## src/dnr_pkg.sv

```systemverilog
/*
  Package for the dialed number recorder: counter widths, positions,
  debounce timing and the carrier structs shared by the top and the
  contact conditioner.
  Assumes a single 200 MHz clock domain.
*/
package dnr_pkg;

  localparam int unsigned CLK_MHZ          = 200;
  localparam int unsigned DEBOUNCE_US      = 5000;
  localparam int unsigned DEBOUNCE_CYCLES  = DEBOUNCE_US * CLK_MHZ;
  localparam int unsigned DIGITS_DEFAULT   = 10;

  localparam int unsigned DIGIT_W          = 4;
  localparam logic [3:0]  POSITION_ZERO    = 4'h0;
  localparam logic [3:0]  POSITION_ONE     = 4'h1;
  localparam logic [3:0]  POSITION_LAST    = 4'h9;
  localparam logic [3:0]  DIGIT_STEP       = 4'h1;

  typedef struct packed {
    logic hook_switch;
    logic dial_off_stop_contact;
    logic dial_pulse_contact;
  } dnr_contacts_type;

  typedef struct packed {
    logic hook_lift;
    logic hook_drop;
    logic off_stop_open;
    logic pulse_open;
    logic off_hook;
  } dnr_events_type;

endpackage : dnr_pkg

```

## src/dnr_contact_cond.sv

```systemverilog
/*
  Contact conditioner: two-flop synchroniser and debounce filter for
  each mechanical contact, with edge events on the debounced levels.
  Assumes raw contacts are asynchronous and bounce for less than the
  debounce time.
*/
`timescale 1ns/1ps
module dnr_contact_cond #(
  parameter int unsigned DEBOUNCE_CYCLES = dnr_pkg::DEBOUNCE_CYCLES
) (
  input  wire logic                     clk,
  input  wire logic                     rst,
  input  wire dnr_pkg::dnr_contacts_type contacts_raw,
  output dnr_pkg::dnr_events_type        events
);

  localparam int unsigned N   = 3;
  localparam int unsigned CW  = $clog2(DEBOUNCE_CYCLES + 1);
  localparam logic [CW-1:0] CNT_MAX = CW'(DEBOUNCE_CYCLES);
  localparam logic [CW-1:0] CNT_ONE = CW'(1);
  // Reset to the idle contact levels so no false opening follows reset
  localparam dnr_pkg::dnr_contacts_type IDLE_LEVELS = '{
    hook_switch:           1'b0,
    dial_off_stop_contact: 1'b1,
    dial_pulse_contact:    1'b1
  };

  logic [N-1:0] raw;
  logic [N-1:0] meta_r;
  logic [N-1:0] sync_r;
  logic [N-1:0] stable_r;
  logic [N-1:0] stable_nxt;
  logic [N-1:0] prev_r;
  logic [N-1:0] rise;
  logic [N-1:0] fall;

  assign raw = contacts_raw;

  always_ff @(posedge clk or posedge rst) begin
    if (rst) begin
      meta_r <= IDLE_LEVELS;
      sync_r <= IDLE_LEVELS;
    end else begin
      meta_r <= raw;
      sync_r <= meta_r;
    end
  end

  // A change must hold a full debounce time before it is accepted
  genvar g;
  generate
    for (g = 0; g < N; g++) begin : g_deb
      logic [CW-1:0] cnt_r;
      logic [CW-1:0] cnt_nxt;
      logic          stab_n;
      // One driver per bit: the shared vector is fed by assign
      assign stable_nxt[g] = stab_n;
      always_comb begin
        cnt_nxt = '0;
        stab_n  = stable_r[g];
        if (sync_r[g] != stable_r[g]) begin
          if (cnt_r == CNT_MAX) begin
            stab_n = sync_r[g];
          end else begin
            cnt_nxt = cnt_r + CNT_ONE;
          end
        end
      end
      always_ff @(posedge clk or posedge rst) begin
        if (rst) begin
          cnt_r <= '0;
        end else begin
          cnt_r <= cnt_nxt;
        end
      end
    end
  endgenerate

  always_ff @(posedge clk or posedge rst) begin
    if (rst) begin
      stable_r <= IDLE_LEVELS;
      prev_r   <= IDLE_LEVELS;
    end else begin
      stable_r <= stable_nxt;
      prev_r   <= stable_r;
    end
  end

  assign rise = stable_r & ~prev_r;
  assign fall = ~stable_r & prev_r;

  // Bit order follows the struct: hook, off-stop, pulse
  always_comb begin
    events.off_hook      = stable_r[2];
    events.hook_lift     = rise[2];
    events.hook_drop     = fall[2];
    events.off_stop_open = fall[1];
    events.pulse_open    = fall[0];
  end

endmodule : dnr_contact_cond

```

## src/dnr_recorder.sv

```systemverilog
/*
  Dialed number recorder top: a selector counter steps once per dialed
  digit and enables one decade recorder at a time, which counts the
  dial interruptions of that digit.
  Assumes hook_switch high means handset lifted, dial contacts high
  when closed; all contacts raw and asynchronous.
*/
`timescale 1ns/1ps
module dnr_recorder #(
  parameter int unsigned DIGITS          = dnr_pkg::DIGITS_DEFAULT,
  parameter int unsigned DEBOUNCE_CYCLES = dnr_pkg::DEBOUNCE_CYCLES
) (
  input  wire logic                          clk,
  input  wire logic                          rst,
  input  wire logic                          hook_switch,
  input  wire logic                          dial_off_stop_contact,
  input  wire logic                          dial_pulse_contact,
  output logic                               recorders_powered,
  output logic [dnr_pkg::DIGIT_W-1:0]        selector_position,
  output logic [DIGITS*dnr_pkg::DIGIT_W-1:0] digits,
  output logic [DIGITS-1:0]                  digit_visible,
  output logic [DIGITS-1:0]                  digit_enabled
);

  localparam int unsigned W = dnr_pkg::DIGIT_W;

  typedef enum logic [0:0] {
    DNR_ON_HOOK,
    DNR_OFF_HOOK
  } dnr_state_type;

  dnr_pkg::dnr_contacts_type contacts;
  dnr_pkg::dnr_events_type   ev;

  // Hook state and the lift clear
  dnr_state_type       state_r;
  dnr_state_type       state_nxt;
  logic                clr_armed_r;
  logic                clr_armed_nxt;

  // Selector
  logic [W-1:0]        sel_r;
  logic [W-1:0]        sel_nxt;
  logic                sel_clear;
  logic                sel_step;

  // Recorder vectors, one slice per digit
  logic [DIGITS-1:0]   vis_r;
  logic [DIGITS-1:0]   vis_nxt;
  logic [DIGITS-1:0]   en_r;
  logic [DIGITS-1:0]   en_nxt;
  logic [DIGITS*W-1:0] dig_r;
  logic [DIGITS*W-1:0] dig_nxt;

  always_comb begin
    contacts.hook_switch           = hook_switch;
    contacts.dial_off_stop_contact = dial_off_stop_contact;
    contacts.dial_pulse_contact    = dial_pulse_contact;
  end

  // Debounce length is a parameter so a bench can shorten it
  dnr_contact_cond #(
    .DEBOUNCE_CYCLES (DEBOUNCE_CYCLES)
  ) u_cond (
    .clk          (clk),
    .rst          (rst),
    .contacts_raw (contacts),
    .events       (ev)
  );

  // Hook state and the one-shot selector clear
  always_comb begin
    state_nxt     = state_r;
    clr_armed_nxt = clr_armed_r;
    sel_clear     = 1'b0;
    case (state_r)
      DNR_ON_HOOK: begin
        if (ev.hook_lift) begin
          state_nxt     = DNR_OFF_HOOK;
          sel_clear     = clr_armed_r;
          clr_armed_nxt = 1'b0;
        end
      end
      DNR_OFF_HOOK: begin
        if (ev.hook_drop) begin
          state_nxt     = DNR_ON_HOOK;
          clr_armed_nxt = 1'b1;
        end
      end
      default: begin
        state_nxt = DNR_ON_HOOK;
      end
    endcase
  end

  // Re-arm starts set so the first lift after reset clears too
  always_ff @(posedge clk or posedge rst) begin
    if (rst) begin
      state_r     <= DNR_ON_HOOK;
      clr_armed_r <= 1'b1;
    end else begin
      state_r     <= state_nxt;
      clr_armed_r <= clr_armed_nxt;
    end
  end

  // Selector: modulo ten, zero means no digit selected yet
  // Dial events count only off hook; on-hook dialling is refused
  assign sel_step = state_r == DNR_OFF_HOOK && ev.off_stop_open;

  always_comb begin
    sel_nxt = sel_r;
    if (sel_clear) begin
      sel_nxt = dnr_pkg::POSITION_ZERO;
    end else if (sel_step) begin
      if (sel_r == dnr_pkg::POSITION_LAST) begin
        // Wrap leaves every recorder deselected until position one
        sel_nxt = dnr_pkg::POSITION_ZERO;
      end else begin
        sel_nxt = sel_r + dnr_pkg::DIGIT_STEP;
      end
    end
  end

  always_ff @(posedge clk or posedge rst) begin
    if (rst) begin
      sel_r <= dnr_pkg::POSITION_ZERO;
    end else begin
      sel_r <= sel_nxt;
    end
  end

  // Recorder i is selected at position i+1; beyond DIGITS none is
  genvar i;
  generate
    for (i = 0; i < DIGITS; i++) begin : g_rec
      localparam logic [W-1:0] MY_POS = W'(i + 1);

      logic         clear_all;
      logic         step_in;
      logic         step_away;
      logic         pulse_in;
      logic [W-1:0] cur;
      logic         en_n;
      logic         vis_n;
      logic [W-1:0] dig_n;

      // In the recorders, hook drop wins over any dial event in the same cycle
      assign clear_all = state_r == DNR_ON_HOOK || ev.hook_drop;
      assign step_in   = sel_step && sel_nxt == MY_POS;
      assign step_away = sel_step && !step_in;
      assign pulse_in  = en_r[i] && ev.pulse_open;
      assign cur       = dig_r[i*W +: W];

      always_comb begin
        en_n  = en_r[i];
        vis_n = vis_r[i];
        dig_n = cur;
        if (clear_all) begin
          en_n  = 1'b0;
          vis_n = 1'b0;
          dig_n = dnr_pkg::POSITION_ZERO;
        end else if (step_in) begin
          en_n  = 1'b1;
          vis_n = 1'b1;
          dig_n = dnr_pkg::POSITION_ZERO;
        end else begin
          // Step away disables; pulses only reach the enabled one
          if (step_away) begin
            en_n = 1'b0;
          end
          if (pulse_in) begin
            if (cur == dnr_pkg::POSITION_LAST) begin
              dig_n = dnr_pkg::POSITION_ZERO;
            end else begin
              dig_n = cur + dnr_pkg::DIGIT_STEP;
            end
          end
        end
      end

      // One driver per slice of the shared next-state vectors
      assign en_nxt[i]         = en_n;
      assign vis_nxt[i]        = vis_n;
      assign dig_nxt[i*W +: W] = dig_n;
    end
  endgenerate

  always_ff @(posedge clk or posedge rst) begin
    if (rst) begin
      en_r  <= '0;
      vis_r <= '0;
      dig_r <= '0;
    end else begin
      en_r  <= en_nxt;
      vis_r <= vis_nxt;
      dig_r <= dig_nxt;
    end
  end

  // Data outputs come straight from registers
  assign recorders_powered = state_r == DNR_OFF_HOOK;
  assign selector_position = sel_r;
  assign digits            = dig_r;
  assign digit_visible     = vis_r;
  assign digit_enabled     = en_r;

endmodule : dnr_recorder

```

## config.mk

```make
export PLATFORM = sky130hd
export DESIGN_NAME = dnr_recorder
export DESIGN_NICKNAME = d
export VERILOG_FILES = /design/src/dnr_pkg.sv /design/src/dnr_contact_cond.sv /design/src/dnr_recorder.sv
export SDC_FILE = /design/constraint.sdc
export NUM_CORES = 1
export LEC_CHECK = 0
export ABC_CLOCK_PERIOD_IN_PS = 7300
export CAP_MARGIN = 40
export CORE_MARGIN = 8
export CORE_UTILIZATION = 35
export CTS_BUF_LIST = sky130_fd_sc_hd__clkbuf_4 sky130_fd_sc_hd__clkbuf_8
export CTS_CLUSTER_DIAMETER = 60
export DETAILED_ROUTE_END_ITERATION = 8
export DONT_BUFFER_PORTS = 1
export GPL_TIMING_DRIVEN = 0
export PLACE_DENSITY = 0.6
export SLEW_MARGIN = 20
export SYNTH_ARGS = -nofsm -noshare
export SYNTH_HDL_FRONTEND = slang
export SYNTH_SLANG_ARGS = --single-unit
```

## constraint.sdc

```tcl
create_clock -name clk -period 7.3 [get_ports clk]
set_input_delay 0.73 -clock clk [delete_from_list [all_inputs] [get_ports clk]]
set_output_delay 0.73 -clock clk [all_outputs]
set_load 0.05 [all_outputs]
```

# Word-level counts from Yosys, hierarchy flattened
# Cells that the tools add are included.
# totals
in_bits,5
regBits,138
elab_cells,273
# op_classes
bitwise_logic,5
n_eq_ne,29
n_mux,107
addsub,14
n_reduce_logical,76
# op_table
cell,count
$mux 4,43
$mux 20,6
$add 20x1->20 const B,3
$eq 20x20->1 const B,3
$reduce_bool 3->1,20
$eq 4x4->1 const B,14
$mux 1,56
$add 4x1->4 const B,11
$logic_and 1x1->1,31
$reduce_bool 2->1,10
$eq 4x3->1 const B,4
$logic_not 1->1,10
$eq 4x2->1 const B,2
$reduce_and 2->1,4
$and 3x3->3,2
$not 3->3,2
$eq 4x1->1 const B,1
$ne 2x1->1 const B,2
$pmux 1 s2,2
$ne 1x1->1,3
$logic_or 1x1->1,1
$not 1->1,1

# Logic depth before layout (Yosys ltp)
# Gate-level depths: netlist of run 1.
# depth
depth_word,12
ltp_mapped,7
depth_no_buf,6

# Modules after synthesis
# From an unflattened synthesis of run 1, not the netlist that was laid out.
# hier_totals
hier_cells,725
hier_area_um2,6989.2
# by_module_without_submodules
module,cells_per_inst,n_inst,seq_area_each_um2,area_per_inst_um2
dnr_recorder,375,1,1652.8,3514.6
dnr_contact_cond,350,1,1811.7,3474.6

# Worst setup path after synthesis of run 1
# Ideal clock, no wire load.
# synth_timing
kind,flip-flop to flip-flop
from,register u_cond.g_deb[0].cnt_r[0]
to,register u_cond.stable_r[0]
path_slack_ns,5.320
setup_ns,0.082
path_stages_with_launch,7
arrival_ns,1.898
required_ns,7.218
period_less_slack_ns,1.980
cell_sequence,dfrtp_1 inv_1 ha_1 or4bb_1 or4_4 nor2_1 mux2_2
# synth_via
elab_chain_cells,2
# synth_rtl
element,line,source
start: declaration,dnr_contact_cond.sv:53,logic [CW-1:0] cnt_r;
start signal: assignment,dnr_contact_cond.sv:73,cnt_r <= cnt_nxt;
$eq 20x20->1,dnr_contact_cond.sv:62,if (cnt_r == CNT_MAX) begin
$reduce_and 2->1 (no source line),--,
end signal: assignment,dnr_contact_cond.sv:84,stable_r <= stable_nxt;
end: declaration,dnr_contact_cond.sv:31,logic [N-1:0] stable_r;
# No other way between the ends.
# A chain may end at the register's enable or synchronous reset.

# Worst setup path in the final report of run 1
# layout_timing
from,register state_r (netlist: recorders_powered)
to,register dig_r[5] (netlist: digits[5])
# layout_via
elab_chain_cells,7
word_cells_on_any_way,11
cone_classes,eq/ne (1); mux (5); bitwise (1); reduce/logical (4)
# layout_rtl
element,line,source
start: declaration,dnr_recorder.sv:36,dnr_state_type state_r;
start signal: assignment,dnr_recorder.sv:102,state_r <= state_nxt;
$logic_and 1x1->1,dnr_recorder.sv:109,assign sel_step = state_r == DNR_OFF_HOOK && ev.off_stop_open;
$mux 4,dnr_recorder.sv:115,end else if (sel_step) begin
$mux 4,dnr_recorder.sv:113,if (sel_clear) begin
$eq 4x2->1,dnr_recorder.sv:150,assign step_in = sel_step && sel_nxt == MY_POS;
$logic_and 1x1->1,dnr_recorder.sv:150,
$mux 4,dnr_recorder.sv:163,end else if (step_in) begin
$mux 4,dnr_recorder.sv:159,if (clear_all) begin
end signal: assignment,dnr_recorder.sv:197,dig_r <= dig_nxt;
end: declaration,dnr_recorder.sv:52,logic [DIGITS*W-1:0] dig_r;
# Several ways; a longest one is shown, not always the timed one.

==> flow_metrics.env, run 1 <==
export IMPL_synth_ff_type="dfrtp_1"
export IMPL_regArea_um2=3460
export IMPL_post_drt_via_cell_ratio=5.13
export IMPL_coreArea_um2=19500
export IMPL_ys_warn_count=0
export IMPL_path_max_fanout=10
export IMPL_worstMarginPinSlew_ns=0.700
export IMPL_ctsResizeCount=0
export IMPL_ctsRootBufferMaster="clkbuf_8"
export IMPL_powerDensity_nw_per_um2=189
export IMPL_clock_fmax_ghz=0.416
export IMPL_cts_tree="built"
export IMPL_antenna_left=0
export IMPL_synth_cells=728
export IMPL_critical_path_class="reg -> reg"
export IMPL_holdWs_ns=0.0879
export IMPL_synthesis_area_um2=6930
export IMPL_fin_skew_ns=0.0128
export IMPL_drcViolationCount=0
export IMPL_syn_nets=759
export IMPL_row_count=51
export IMPL_nets=779
export IMPL_yosysTopAreaCell="dfrtp_1"
export IMPL_routed_wl_mm=14.9
export IMPL_grt_pass1_wl_mm=25.4
export IMPL_cp_start_kind="flip-flop"
export IMPL_yosysUniqueCellTypes=44
export IMPL_syn2layout_area_growth_pct=11.2
export IMPL_netSwitchingFraction=0.222
export IMPL_firstDrtPassIters=4
export IMPL_maxCapViolCount=0
export IMPL_clkPwrFrac=0.442
export IMPL_die_x_um=157
export IMPL_rsz0062_at_grt="no"
export IMPL_arrival_ns=2.72
export IMPL_cts_num_sinks=138
export IMPL_r2r_end="digits[5]"
export IMPL_maxSlewHeadroom=0.534
export IMPL_critPathRequiredTime_ns=7.61
export IMPL_hold_class="in -> async"
export IMPL_synthTopCellsByArea="dfrtp_1, nor2_1, a21oi_1"
export IMPL_finalSetupViolCount=0
export IMPL_reg2reg_setup_slack_ns=4.89
export IMPL_power_frac_comb=0.024
export IMPL_rr_worst_depth=6
export IMPL_die_area_um2=24600
export IMPL_synth_edf_count=0
export IMPL_multiInputGateArea_um2=3250
export IMPL_start_util=0.356
export IMPL_p_leak_nw=3.12
export IMPL_drive_above_1_share=0.0696
export IMPL_outcome="finished, final reports clean"
export IMPL_io_buffers=0
export IMPL_fillers=1970
export IMPL_synth_top_area_frac=0.466
export IMPL_cts_setup_buffers=0
export IMPL_finalSetupTns_ns=0
export IMPL_antenna_cells=0
export IMPL_htreeDepth=4
export IMPL_p_switching_mw=0.323
export IMPL_pre_cts_ws_ns=4.88
export IMPL_worstSkewPairLatency_ns=0.45
export IMPL_slew_viol_final=0
export IMPL_clk_pin_slew_ns=0.08
export IMPL_async_flop_share=1.00
export IMPL_clock_path_buffers=2
export IMPL_fin_util=0.396
export IMPL_grt_pass1_vias=5081
export IMPL_postCtsHoldBufs=0
export IMPL_hpwl_mm=10.5
export IMPL_r2r_start="recorders_powered"
export IMPL_finalPower_mw=1.46
export IMPL_track_usage=0.128
export IMPL_yosys_register_bits=138
export IMPL_peakVddDrop_uv=88.8
export IMPL_hold_viol_final=0
export IMPL_grt_antenna_before_repair=0
export IMPL_drt_iter0_markers=344
export IMPL_layout_setup_ws_ns=4.89
export IMPL_routed_via_count=5259
export IMPL_io_pins=70
export IMPL_avgSynthCellArea_um2=9.52
export IMPL_cp_end_kind="flip-flop"
export IMPL_wire_per_inst_um=14.5
export IMPL_cts_buffers=17
export IMPL_gp_congestion=0.794
export IMPL_fin_crit_sh=0.330
export IMPL_seqPwrFrac=0.534
export IMPL_grt_max_degree=106
export IMPL_ys_seq_area_frac=0.500
export IMPL_die_y_um=157
export IMPL_p_int_mw=1.13
export IMPL_fin_crit_ns=2.41
export IMPL_gr_total_overflow=0
power by group through the flow:
stage	Combinational [mW]	Sequential, mW	Clock [mW]
final	0.0351	0.778	0.643
after global routing	0.0418	0.778	0.699
after CTS	0.0369	0.777	0.670
after detailed placement	0.0370	0.792	0
after global placement	0.0345	0.792	0
after floorplan	0.0258	0.790	0
flip-flops by register name, indices dropped and copies added (netlist names):
| register | cells |
|---|---|
| clr_armed_r | 1 |
| digit_enabled | 10 |
| digit_visible | 10 |
| digits | 40 |
| recorders_powered | 1 |
| selector_position | 4 |
| u_cond.g_deb.cnt_r | 60 |
| u_cond.meta_r | 3 |
| u_cond.prev_r | 3 |
| u_cond.stable_r | 3 |
| u_cond.sync_r | 3 |
cell families (layout without fill, tap and decap cells):
family	after synthesis	in the layout	synth area share
and+or+nand+nor	331	331	0.251
buffers and inverters	54	87	0.0318
adders and majority gates	27	27	0.0484
DFF	138	138	0.500
xor gates and xnor gates	47	47	0.0594
AOI/OAI and AO/OA	118	118	0.0908
muxes	13	13	0.0193
how the worst max path moves through the flow:
stage / cells after the start / start / slack (ns) / end
finish: 6 / recorders_powered / 4.89 / digits[5]
global placement: 1 / rst / 1.25 / digits[31]
floorplan: 1 / rst / 2.89 / digit_enabled[0]
detailed placement: 6 / recorders_powered / 4.88 / digits[5]
CTS: 6 / recorders_powered / 4.87 / digits[5]
global route: 6 / recorders_powered / 4.70 / digits[5]
cell usage after synthesis (10+ instances only):
cell and number:
dfrtp_1 129, nor2_1 105, a21oi_1 72, nand2_1 38, nand3_1 38, nor3_1 37
inv_1 35, o21ai_0 32, ha_1 26, xor2_1 24, xnor2_1 23, nand4_1 19
clkbuf_1 14, and2_1 13, nand3b_1 12, and3b_1 11, mux2i_1 10
per-layer routing:
| layer | up-vias | track usage | share of wire |
|---|---|---|---|
| met5 | - | 0 | 0 |
| li1 | 2594 | - | - |
| met3 | 19 | 0.0312 | 0.053 |
| met2 | 94 | 0.207 | 0.46 |
| met4 | 0 | 0.0545 | 0.018 |
| met1 | 2552 | 0.160 | 0.47 |
per-stage QoR:
stage                     area (um^2)  std cells
after floorplan                  6930        728
after global placement           7260        993
after detailed placement         7300        994
after CTS                        7710       1026
final                            7710       1026
after global routing             7710       1026
worst max-delay path, cell delays in order, from the launching register on:
cell,delay [ns]
dfrtp_1,0.59
clkbuf_1,0.29
nor4bb_1,0.30
clkbuf_1,0.31
a21oi_1,0.14
o31ai_1,0.55
nor2_1,0.11
cell usage in the layout (no fill, tap or decap), types with 5 or more instances in the layout:
cell type / count
and3b_1: 11
nor3_1: 37
and4_1: 6
nand3_1: 38
dfstp_2: 9
xnor2_1: 23
mux2i_1: 10
o21ai_0: 32
dfrtp_1: 129
or4_1: 9
a21oi_1: 72
xor2_1: 24
inv_1: 34
clkbuf_1: 14
o31ai_1: 7
and3_1: 7
nor4_1: 9
nor2_1: 105
nor2b_1: 5
clkbuf_8: 17
nand3b_1: 12
ha_1: 26
nand2_1: 38
or3_1: 5
and2_1: 13
nand4_1: 19
final cells by class:
class	instances	share of cell area
inverters	35	0.0180
plain buffers	19	0.0115
well taps	265	0.0430
clock inverters	11	0.0190
clock buffers	21	0.0342
repair buffers	1	0.00357
multi-input cells	536	0.421
flip-flops and latches	138	0.449
Power figures use the tool's default switching activity.
==> inputs of run 2 (changes only) <==
--- a/config.mk
+++ b/config.mk
@@ -5,7 +5,7 @@
 export SDC_FILE = /design/constraint.sdc
 export NUM_CORES = 1
 export LEC_CHECK = 0
-export ABC_CLOCK_PERIOD_IN_PS = 7300
+export ABC_CLOCK_PERIOD_IN_PS = 2300
 export CAP_MARGIN = 40
 export CORE_MARGIN = 8
 export CORE_UTILIZATION = 35
==> constraint.sdc (replaced) <==
create_clock -name clk -period 2.3 [get_ports clk]
set_input_delay 0.23 -clock clk [delete_from_list [all_inputs] [get_ports clk]]
set_output_delay 0.23 -clock clk [all_outputs]
set_load 0.05 [all_outputs]
==> run 2 against run 1 <==
  * Routed wire length rose by 2.0%
  * Critical path depth unchanged
  * Sequential share of layout area shrank 0.51 points
  * First-iteration DRC count down 37%
  * Die area unchanged
  * Cell count rose by 0.68%
  * Via count increased by 0.19%
  * Non-clock buffer count up 7
  * Clock-buffer cell count did not move
  * Register-to-register slack lost 4.7 ns
  * Clock skew is essentially flat
  * Largest cell class unchanged
==> flow_metrics.env, run 2 (synthesis results as in run 1) <==
export IMPL_cp_start_kind="flip-flop"
export IMPL_dp_cells=997
export IMPL_layout_setup_ws_ns=0.177
export IMPL_firstDrtPassIters=4
export IMPL_largest_reg_flops=60
export IMPL_die_y_um=157
export IMPL_routed_via_count=5269
export IMPL_netSwitchingFraction=0.232
export IMPL_io_buffers=0
export IMPL_seqPwrFrac=0.537
export IMPL_critPathRequiredTime_ns=2.63
export IMPL_fin_util=0.401
export IMPL_reg2reg_setup_slack_ns=0.18
export IMPL_routed_wl_mm=15.2
export IMPL_fin_crit_sh=0.923
export IMPL_power_frac_comb=0.028
export IMPL_finalSetupViolCount=0
export IMPL_clk_pin_slew_ns=0.08
export IMPL_pre_cts_ws_ns=-0.144
export IMPL_powerDensity_nw_per_um2=589
export IMPL_path_delay_family="buffers and inverters"
export IMPL_die_x_um=157
export IMPL_die_area_um2=24600
export IMPL_grt_antenna_before_repair=0
export IMPL_path_max_fanout=10
export IMPL_grt_pass1_vias=5042
export IMPL_cts_setup_buffers=0
export IMPL_coreArea_um2=19500
export IMPL_gr_total_overflow=0
export IMPL_track_usage=0.128
export IMPL_layout_common_cells="dfrtp_1, nor2_1, a21oi_1, nand2_1, nand3_1"
export IMPL_maxSlewHeadroom=0.533
export IMPL_wire_per_inst_um=14.7
export IMPL_crit_path_frequent_cell="clkbuf_1"
export IMPL_grt_pass1_wl_mm=25.6
export IMPL_max_stage_delay_ns=0.53
export IMPL_drt_iter0_markers=218
export IMPL_outcome="finished, final reports clean"
export IMPL_io_pins=70
export IMPL_finalSetupTns_ns=0
export IMPL_cpMaxStageDelayCell="dfrtp_2"
export IMPL_htreeDepth=4
export IMPL_clock_fmax_ghz=0.471
export IMPL_hold_class="in -> reg"
export IMPL_start_util=0.356
export IMPL_p_switching_mw=1.06
export IMPL_drive_above_1_share=0.0781
export IMPL_cts_num_sinks=138
export IMPL_antenna_left=0
export IMPL_fin_skew_ns=0.0130
export IMPL_grt_max_degree=34
export IMPL_instances_no_fill=1033
export IMPL_gp_congestion=0.794
export IMPL_worstSkewPairLatency_ns=0.45
export IMPL_layout_commonest_cell="dfrtp_1"
export IMPL_holdWs_ns=0.321
export IMPL_peakVddDrop_uv=279
export IMPL_rsz0062_at_grt="no"
export IMPL_post_drt_via_cell_ratio=5.10
export IMPL_syn2layout_area_growth_pct=12.5
export IMPL_cts_buffers=17
export IMPL_p_leak_nw=3.16
export IMPL_fin_crit_ns=2.12
export IMPL_finalPower_mw=4.60
export IMPL_ctsRootBufferMaster="clkbuf_8"
export IMPL_nets=786
export IMPL_top_register="u_cond.g_deb.cnt_r"
export IMPL_critical_path_class="reg -> reg"
export IMPL_clock_path_buffers=2
export IMPL_arrival_ns=2.45
export IMPL_cp_end_kind="flip-flop"
export IMPL_hpwl_mm=10.9
export IMPL_p_int_mw=3.53
export IMPL_placed_area_um2=7360
export IMPL_fin_area_um2=7800
export IMPL_row_count=51
export IMPL_cts_tree="built"
export IMPL_hold_viol_final=0
export IMPL_antenna_cells=0
export IMPL_worstMarginPinSlew_ns=0.699
export IMPL_drcViolationCount=0
export IMPL_crit_buf_inv=2
export IMPL_slew_viol_final=0
export IMPL_maxCapViolCount=0
export IMPL_clkPwrFrac=0.435
export IMPL_crit_chain="clkbuf_1, nor4bb_1, clkbuf_1, a21oi_1, o31ai_2, nor2_1"
-- run 2: cell count changes in the layout (fill, tap and decap cells not counted), sizes merged --
cell,previous run,this run
clkinvlp,2,4
dlygate4sd3,0,4
inv,36,35
bufinv,3,2
buf,6,9
-- run 2: power groups by stage --
stage               Sequential, mW  Combinational (mW)  Clock, mW
detailed placement            2.51               0.130          0
global placement              2.51               0.110          0
finish                        2.47               0.130       2.00
floorplan                     2.51              0.0824          0
CTS                           2.47               0.136       2.05
global route                  2.47               0.155       2.16
-- run 2: per-layer routing --
| layer | routed length [um] | GRT usage | share of wire | vias up |
|---|---|---|---|---|
| met5 | 0 | 0 | 0 | - |
| met4 | 221 | 0.0467 | 0.015 | 0 |
| met3 | 1010 | 0.0381 | 0.066 | 17 |
| met2 | 6880 | 0.199 | 0.45 | 92 |
| met1 | 7070 | 0.167 | 0.47 | 2546 |
| li1 | - | - | - | 2614 |
-- run 2: final timing paths --
check,end,from,cells past startpoint
setup / recovery,digits[6],recorders_powered,6
hold / removal,u_cond.meta_r[0],dial_pulse_contact,1
setup reg to reg,digits[6],recorders_powered,6
hold reg to reg,u_cond.sync_r[2],u_cond.meta_r[2],0
max in group asynchronous,u_cond.prev_r[1],rst,4
min in group asynchronous,u_cond.g_deb[0].cnt_r[4],rst,2
-- run 2: worst reg2reg max path: cells and delay by family, from the launching register on --
| family | cells | cell delay (ns) |
|---|---|---|
| AO/OA/AOI/OAI | 2 | 0.54 |
| buffers and inverters | 2 | 0.55 |
| flip-flops | 1 | 0.53 |
| AND/OR/NAND/NOR | 2 | 0.40 |
-- run 2: what timing repair did --
item	4_1_cts	5_1_grt
gates cloned	0	0
gates resized for setup	2	5
endpoints found under the hold margin	27	0
hold buffers	4	0
endpoints found under the setup margin	8	35
-- run 2: layout make-up --
cell class	instances	area, um^2
plain buffers	19	91.3
inverters	35	135
multi-input cells	536	3250
fillers	1907	11700
repair buffers	8	128
clock inverters	11	120
flip-flops and latches	138	3470
clock buffers	21	277
well taps	265	332
==> inputs of run 3 (changes only) <==
--- a/config.mk
+++ b/config.mk
@@ -5,7 +5,7 @@
 export SDC_FILE = /design/constraint.sdc
 export NUM_CORES = 1
 export LEC_CHECK = 0
-export ABC_CLOCK_PERIOD_IN_PS = 2300
+export ABC_CLOCK_PERIOD_IN_PS = 2100
 export CAP_MARGIN = 40
 export CORE_MARGIN = 8
 export CORE_UTILIZATION = 35
==> constraint.sdc (replaced) <==
create_clock -name clk -period 2.1 [get_ports clk]
set_input_delay 0.21 -clock clk [delete_from_list [all_inputs] [get_ports clk]]
set_output_delay 0.21 -clock clk [all_outputs]
set_load 0.05 [all_outputs]
==> run 3 against run 2 <==
  * Largest power group unchanged
  * Highest routed layer unchanged
  * Critical endpoint is now u_cond.g_deb[0].cnt_r[19]
  * Critical path type unchanged
  * Clock power rose by 9.5%
  * Via count rose by 0.65%
  * Utilization grew 0.24 points
==> flow_metrics.env, run 3 (synthesis results as in run 1) <==
export IMPL_ctsRootBufferMaster="clkbuf_8"
export IMPL_p_leak_nw=3.19
export IMPL_path_max_fanout=10
export IMPL_antenna_cells=0
export IMPL_wire_per_inst_um=14.8
export IMPL_finalPower_mw=5.04
export IMPL_htreeDepth=4
export IMPL_drcViolationCount=0
export IMPL_track_usage=0.128
export IMPL_gp_congestion=0.794
export IMPL_layout_commonest_cell="dfrtp_1"
export IMPL_critical_path_class="reg -> reg"
export IMPL_finalSetupViolCount=0
export IMPL_arrival_ns=2.40
export IMPL_pre_cts_ws_ns=-0.344
export IMPL_syn2layout_area_growth_pct=13.2
export IMPL_start_util=0.356
export IMPL_cts_buffers=17
export IMPL_fin_crit_sh=0.985
export IMPL_die_y_um=157
export IMPL_cp_start_kind="flip-flop"
export IMPL_wl_met1_mm=7.07
export IMPL_antenna_left=0
export IMPL_hold_viol_final=0
export IMPL_placed_area_um2=7360
export IMPL_hpwl_mm=10.9
export IMPL_gr_total_overflow=0
export IMPL_maxSlewHeadroom=0.530
export IMPL_firstDrtPassIters=4
export IMPL_outcome="finished, final reports clean"
export IMPL_cts_num_sinks=138
export IMPL_routed_via_count=5303
export IMPL_die_area_um2=24600
export IMPL_fin_crit_ns=2.07
export IMPL_nets=788
export IMPL_cp_end_kind="flip-flop"
export IMPL_grt_pass1_wl_mm=25.6
export IMPL_worstSkewPairLatency_ns=0.45
export IMPL_fin_area_um2=7850
export IMPL_hold_class="in -> reg"
export IMPL_row_count=51
export IMPL_post_drt_via_cell_ratio=5.12
export IMPL_maxCapViolCount=0
export IMPL_wl_met2_mm=6.99
export IMPL_critPathRequiredTime_ns=2.43
export IMPL_worstMarginPinSlew_ns=0.704
export IMPL_routed_wl_mm=15.3
export IMPL_cts_tree="built"
export IMPL_drt_iter0_markers=242
export IMPL_layout_common_cells="dfrtp_1, nor2_1, a21oi_1, nand2_1, nand3_1"
export IMPL_slew_viol_final=0
export IMPL_rsz0062_at_grt="yes"
export IMPL_io_pins=70
export IMPL_finalSetupTns_ns=0
export IMPL_wl_met3_um=992
export IMPL_io_buffers=0
export IMPL_clock_fmax_ghz=0.484
export IMPL_peakVddDrop_uv=309
export IMPL_clock_path_buffers=2
export IMPL_dr_max_layer_used="met4"
export IMPL_largest_reg_flops=60
export IMPL_clk_pin_slew_ns=0.08
export IMPL_layout_setup_ws_ns=0.0319
export IMPL_top_register="u_cond.g_deb.cnt_r"
export IMPL_grt_pass1_vias=5049
export IMPL_grt_max_degree=34
export IMPL_drive_above_1_share=0.0896
export IMPL_die_x_um=157
export IMPL_coreArea_um2=19500
export IMPL_fin_skew_ns=0.0131
export IMPL_powerDensity_nw_per_um2=642
export IMPL_grt_antenna_before_repair=0
[run 3: timing repair]
item | in CTS | in global routing
hold endpoints to repair | 27 | 0
setup buffers | 1 | 1
setup endpoints to repair | 45 | 79
resized for setup | 6 | 14
hold buffers | 4 | 0
[run 3: layout make-up]
class | count | area [um^2]
timing repair buffer | 10 | 143
buffer | 19 | 97.6
sequential | 138 | 3470
tap | 265 | 332
multi-input combinational | 536 | 3280
inverter | 35 | 135
clock inverter | 11 | 120
fill | 1904 | 11600
clock buffer | 21 | 277
[run 3: critical path, cell delays in order, from the launching register on]
cell and delay [ns]:
dfrtp_1 0.43, or4_1 0.53, or4_4 0.56, o21ai_4 0.20
buf_6 0.17, a21oi_1 0.05
[run 3: metal layers]
metal	up-vias	GRT usage
met5	-	0
met4	0	0.0467
met3	17	0.0381
met2	91	0.199
met1	2582	0.166
li1	2613	-
[run 3: power by group]
| part | internal [mW] | switching [mW] |
|---|---|---|
| logic | 0.0532 | 0.0991 |
| clock network | 1.14 | 1.05 |
| registers | 2.68 | 0.0205 |
| total | 3.87 | 1.17 |
[run 3: stage by stage]
step | instances | util | hold slack [ns]
global placement | 993 | 0.373 | 0.215
CTS | 1034 | 0.402 | 0.265
floorplan | 728 | - | 0.214
global route | 1035 | 0.403 | 0.294
finish | 1035 | 0.403 | 0.298
detailed placement | 997 | 0.378 | 0.215
[run 3: path summary, 6_finish.rpt]
path	depth (start not counted)	endpoint	from	slack (ns)
min	1	u_cond.meta_r[0]	dial_pulse_contact	0.30
max	5	u_cond.g_deb[0].cnt_r[19]	u_cond.g_deb[0].cnt_r[15]	0.03
max reg2reg	5	u_cond.g_deb[0].cnt_r[19]	u_cond.g_deb[0].cnt_r[15]	0.03
min reg2reg	0	u_cond.sync_r[2]	u_cond.meta_r[2]	0.35
min in group asynchronous	2	u_cond.g_deb[0].cnt_r[4]	rst	0.35
max in group asynchronous	4	u_cond.prev_r[1]	rst	0.89
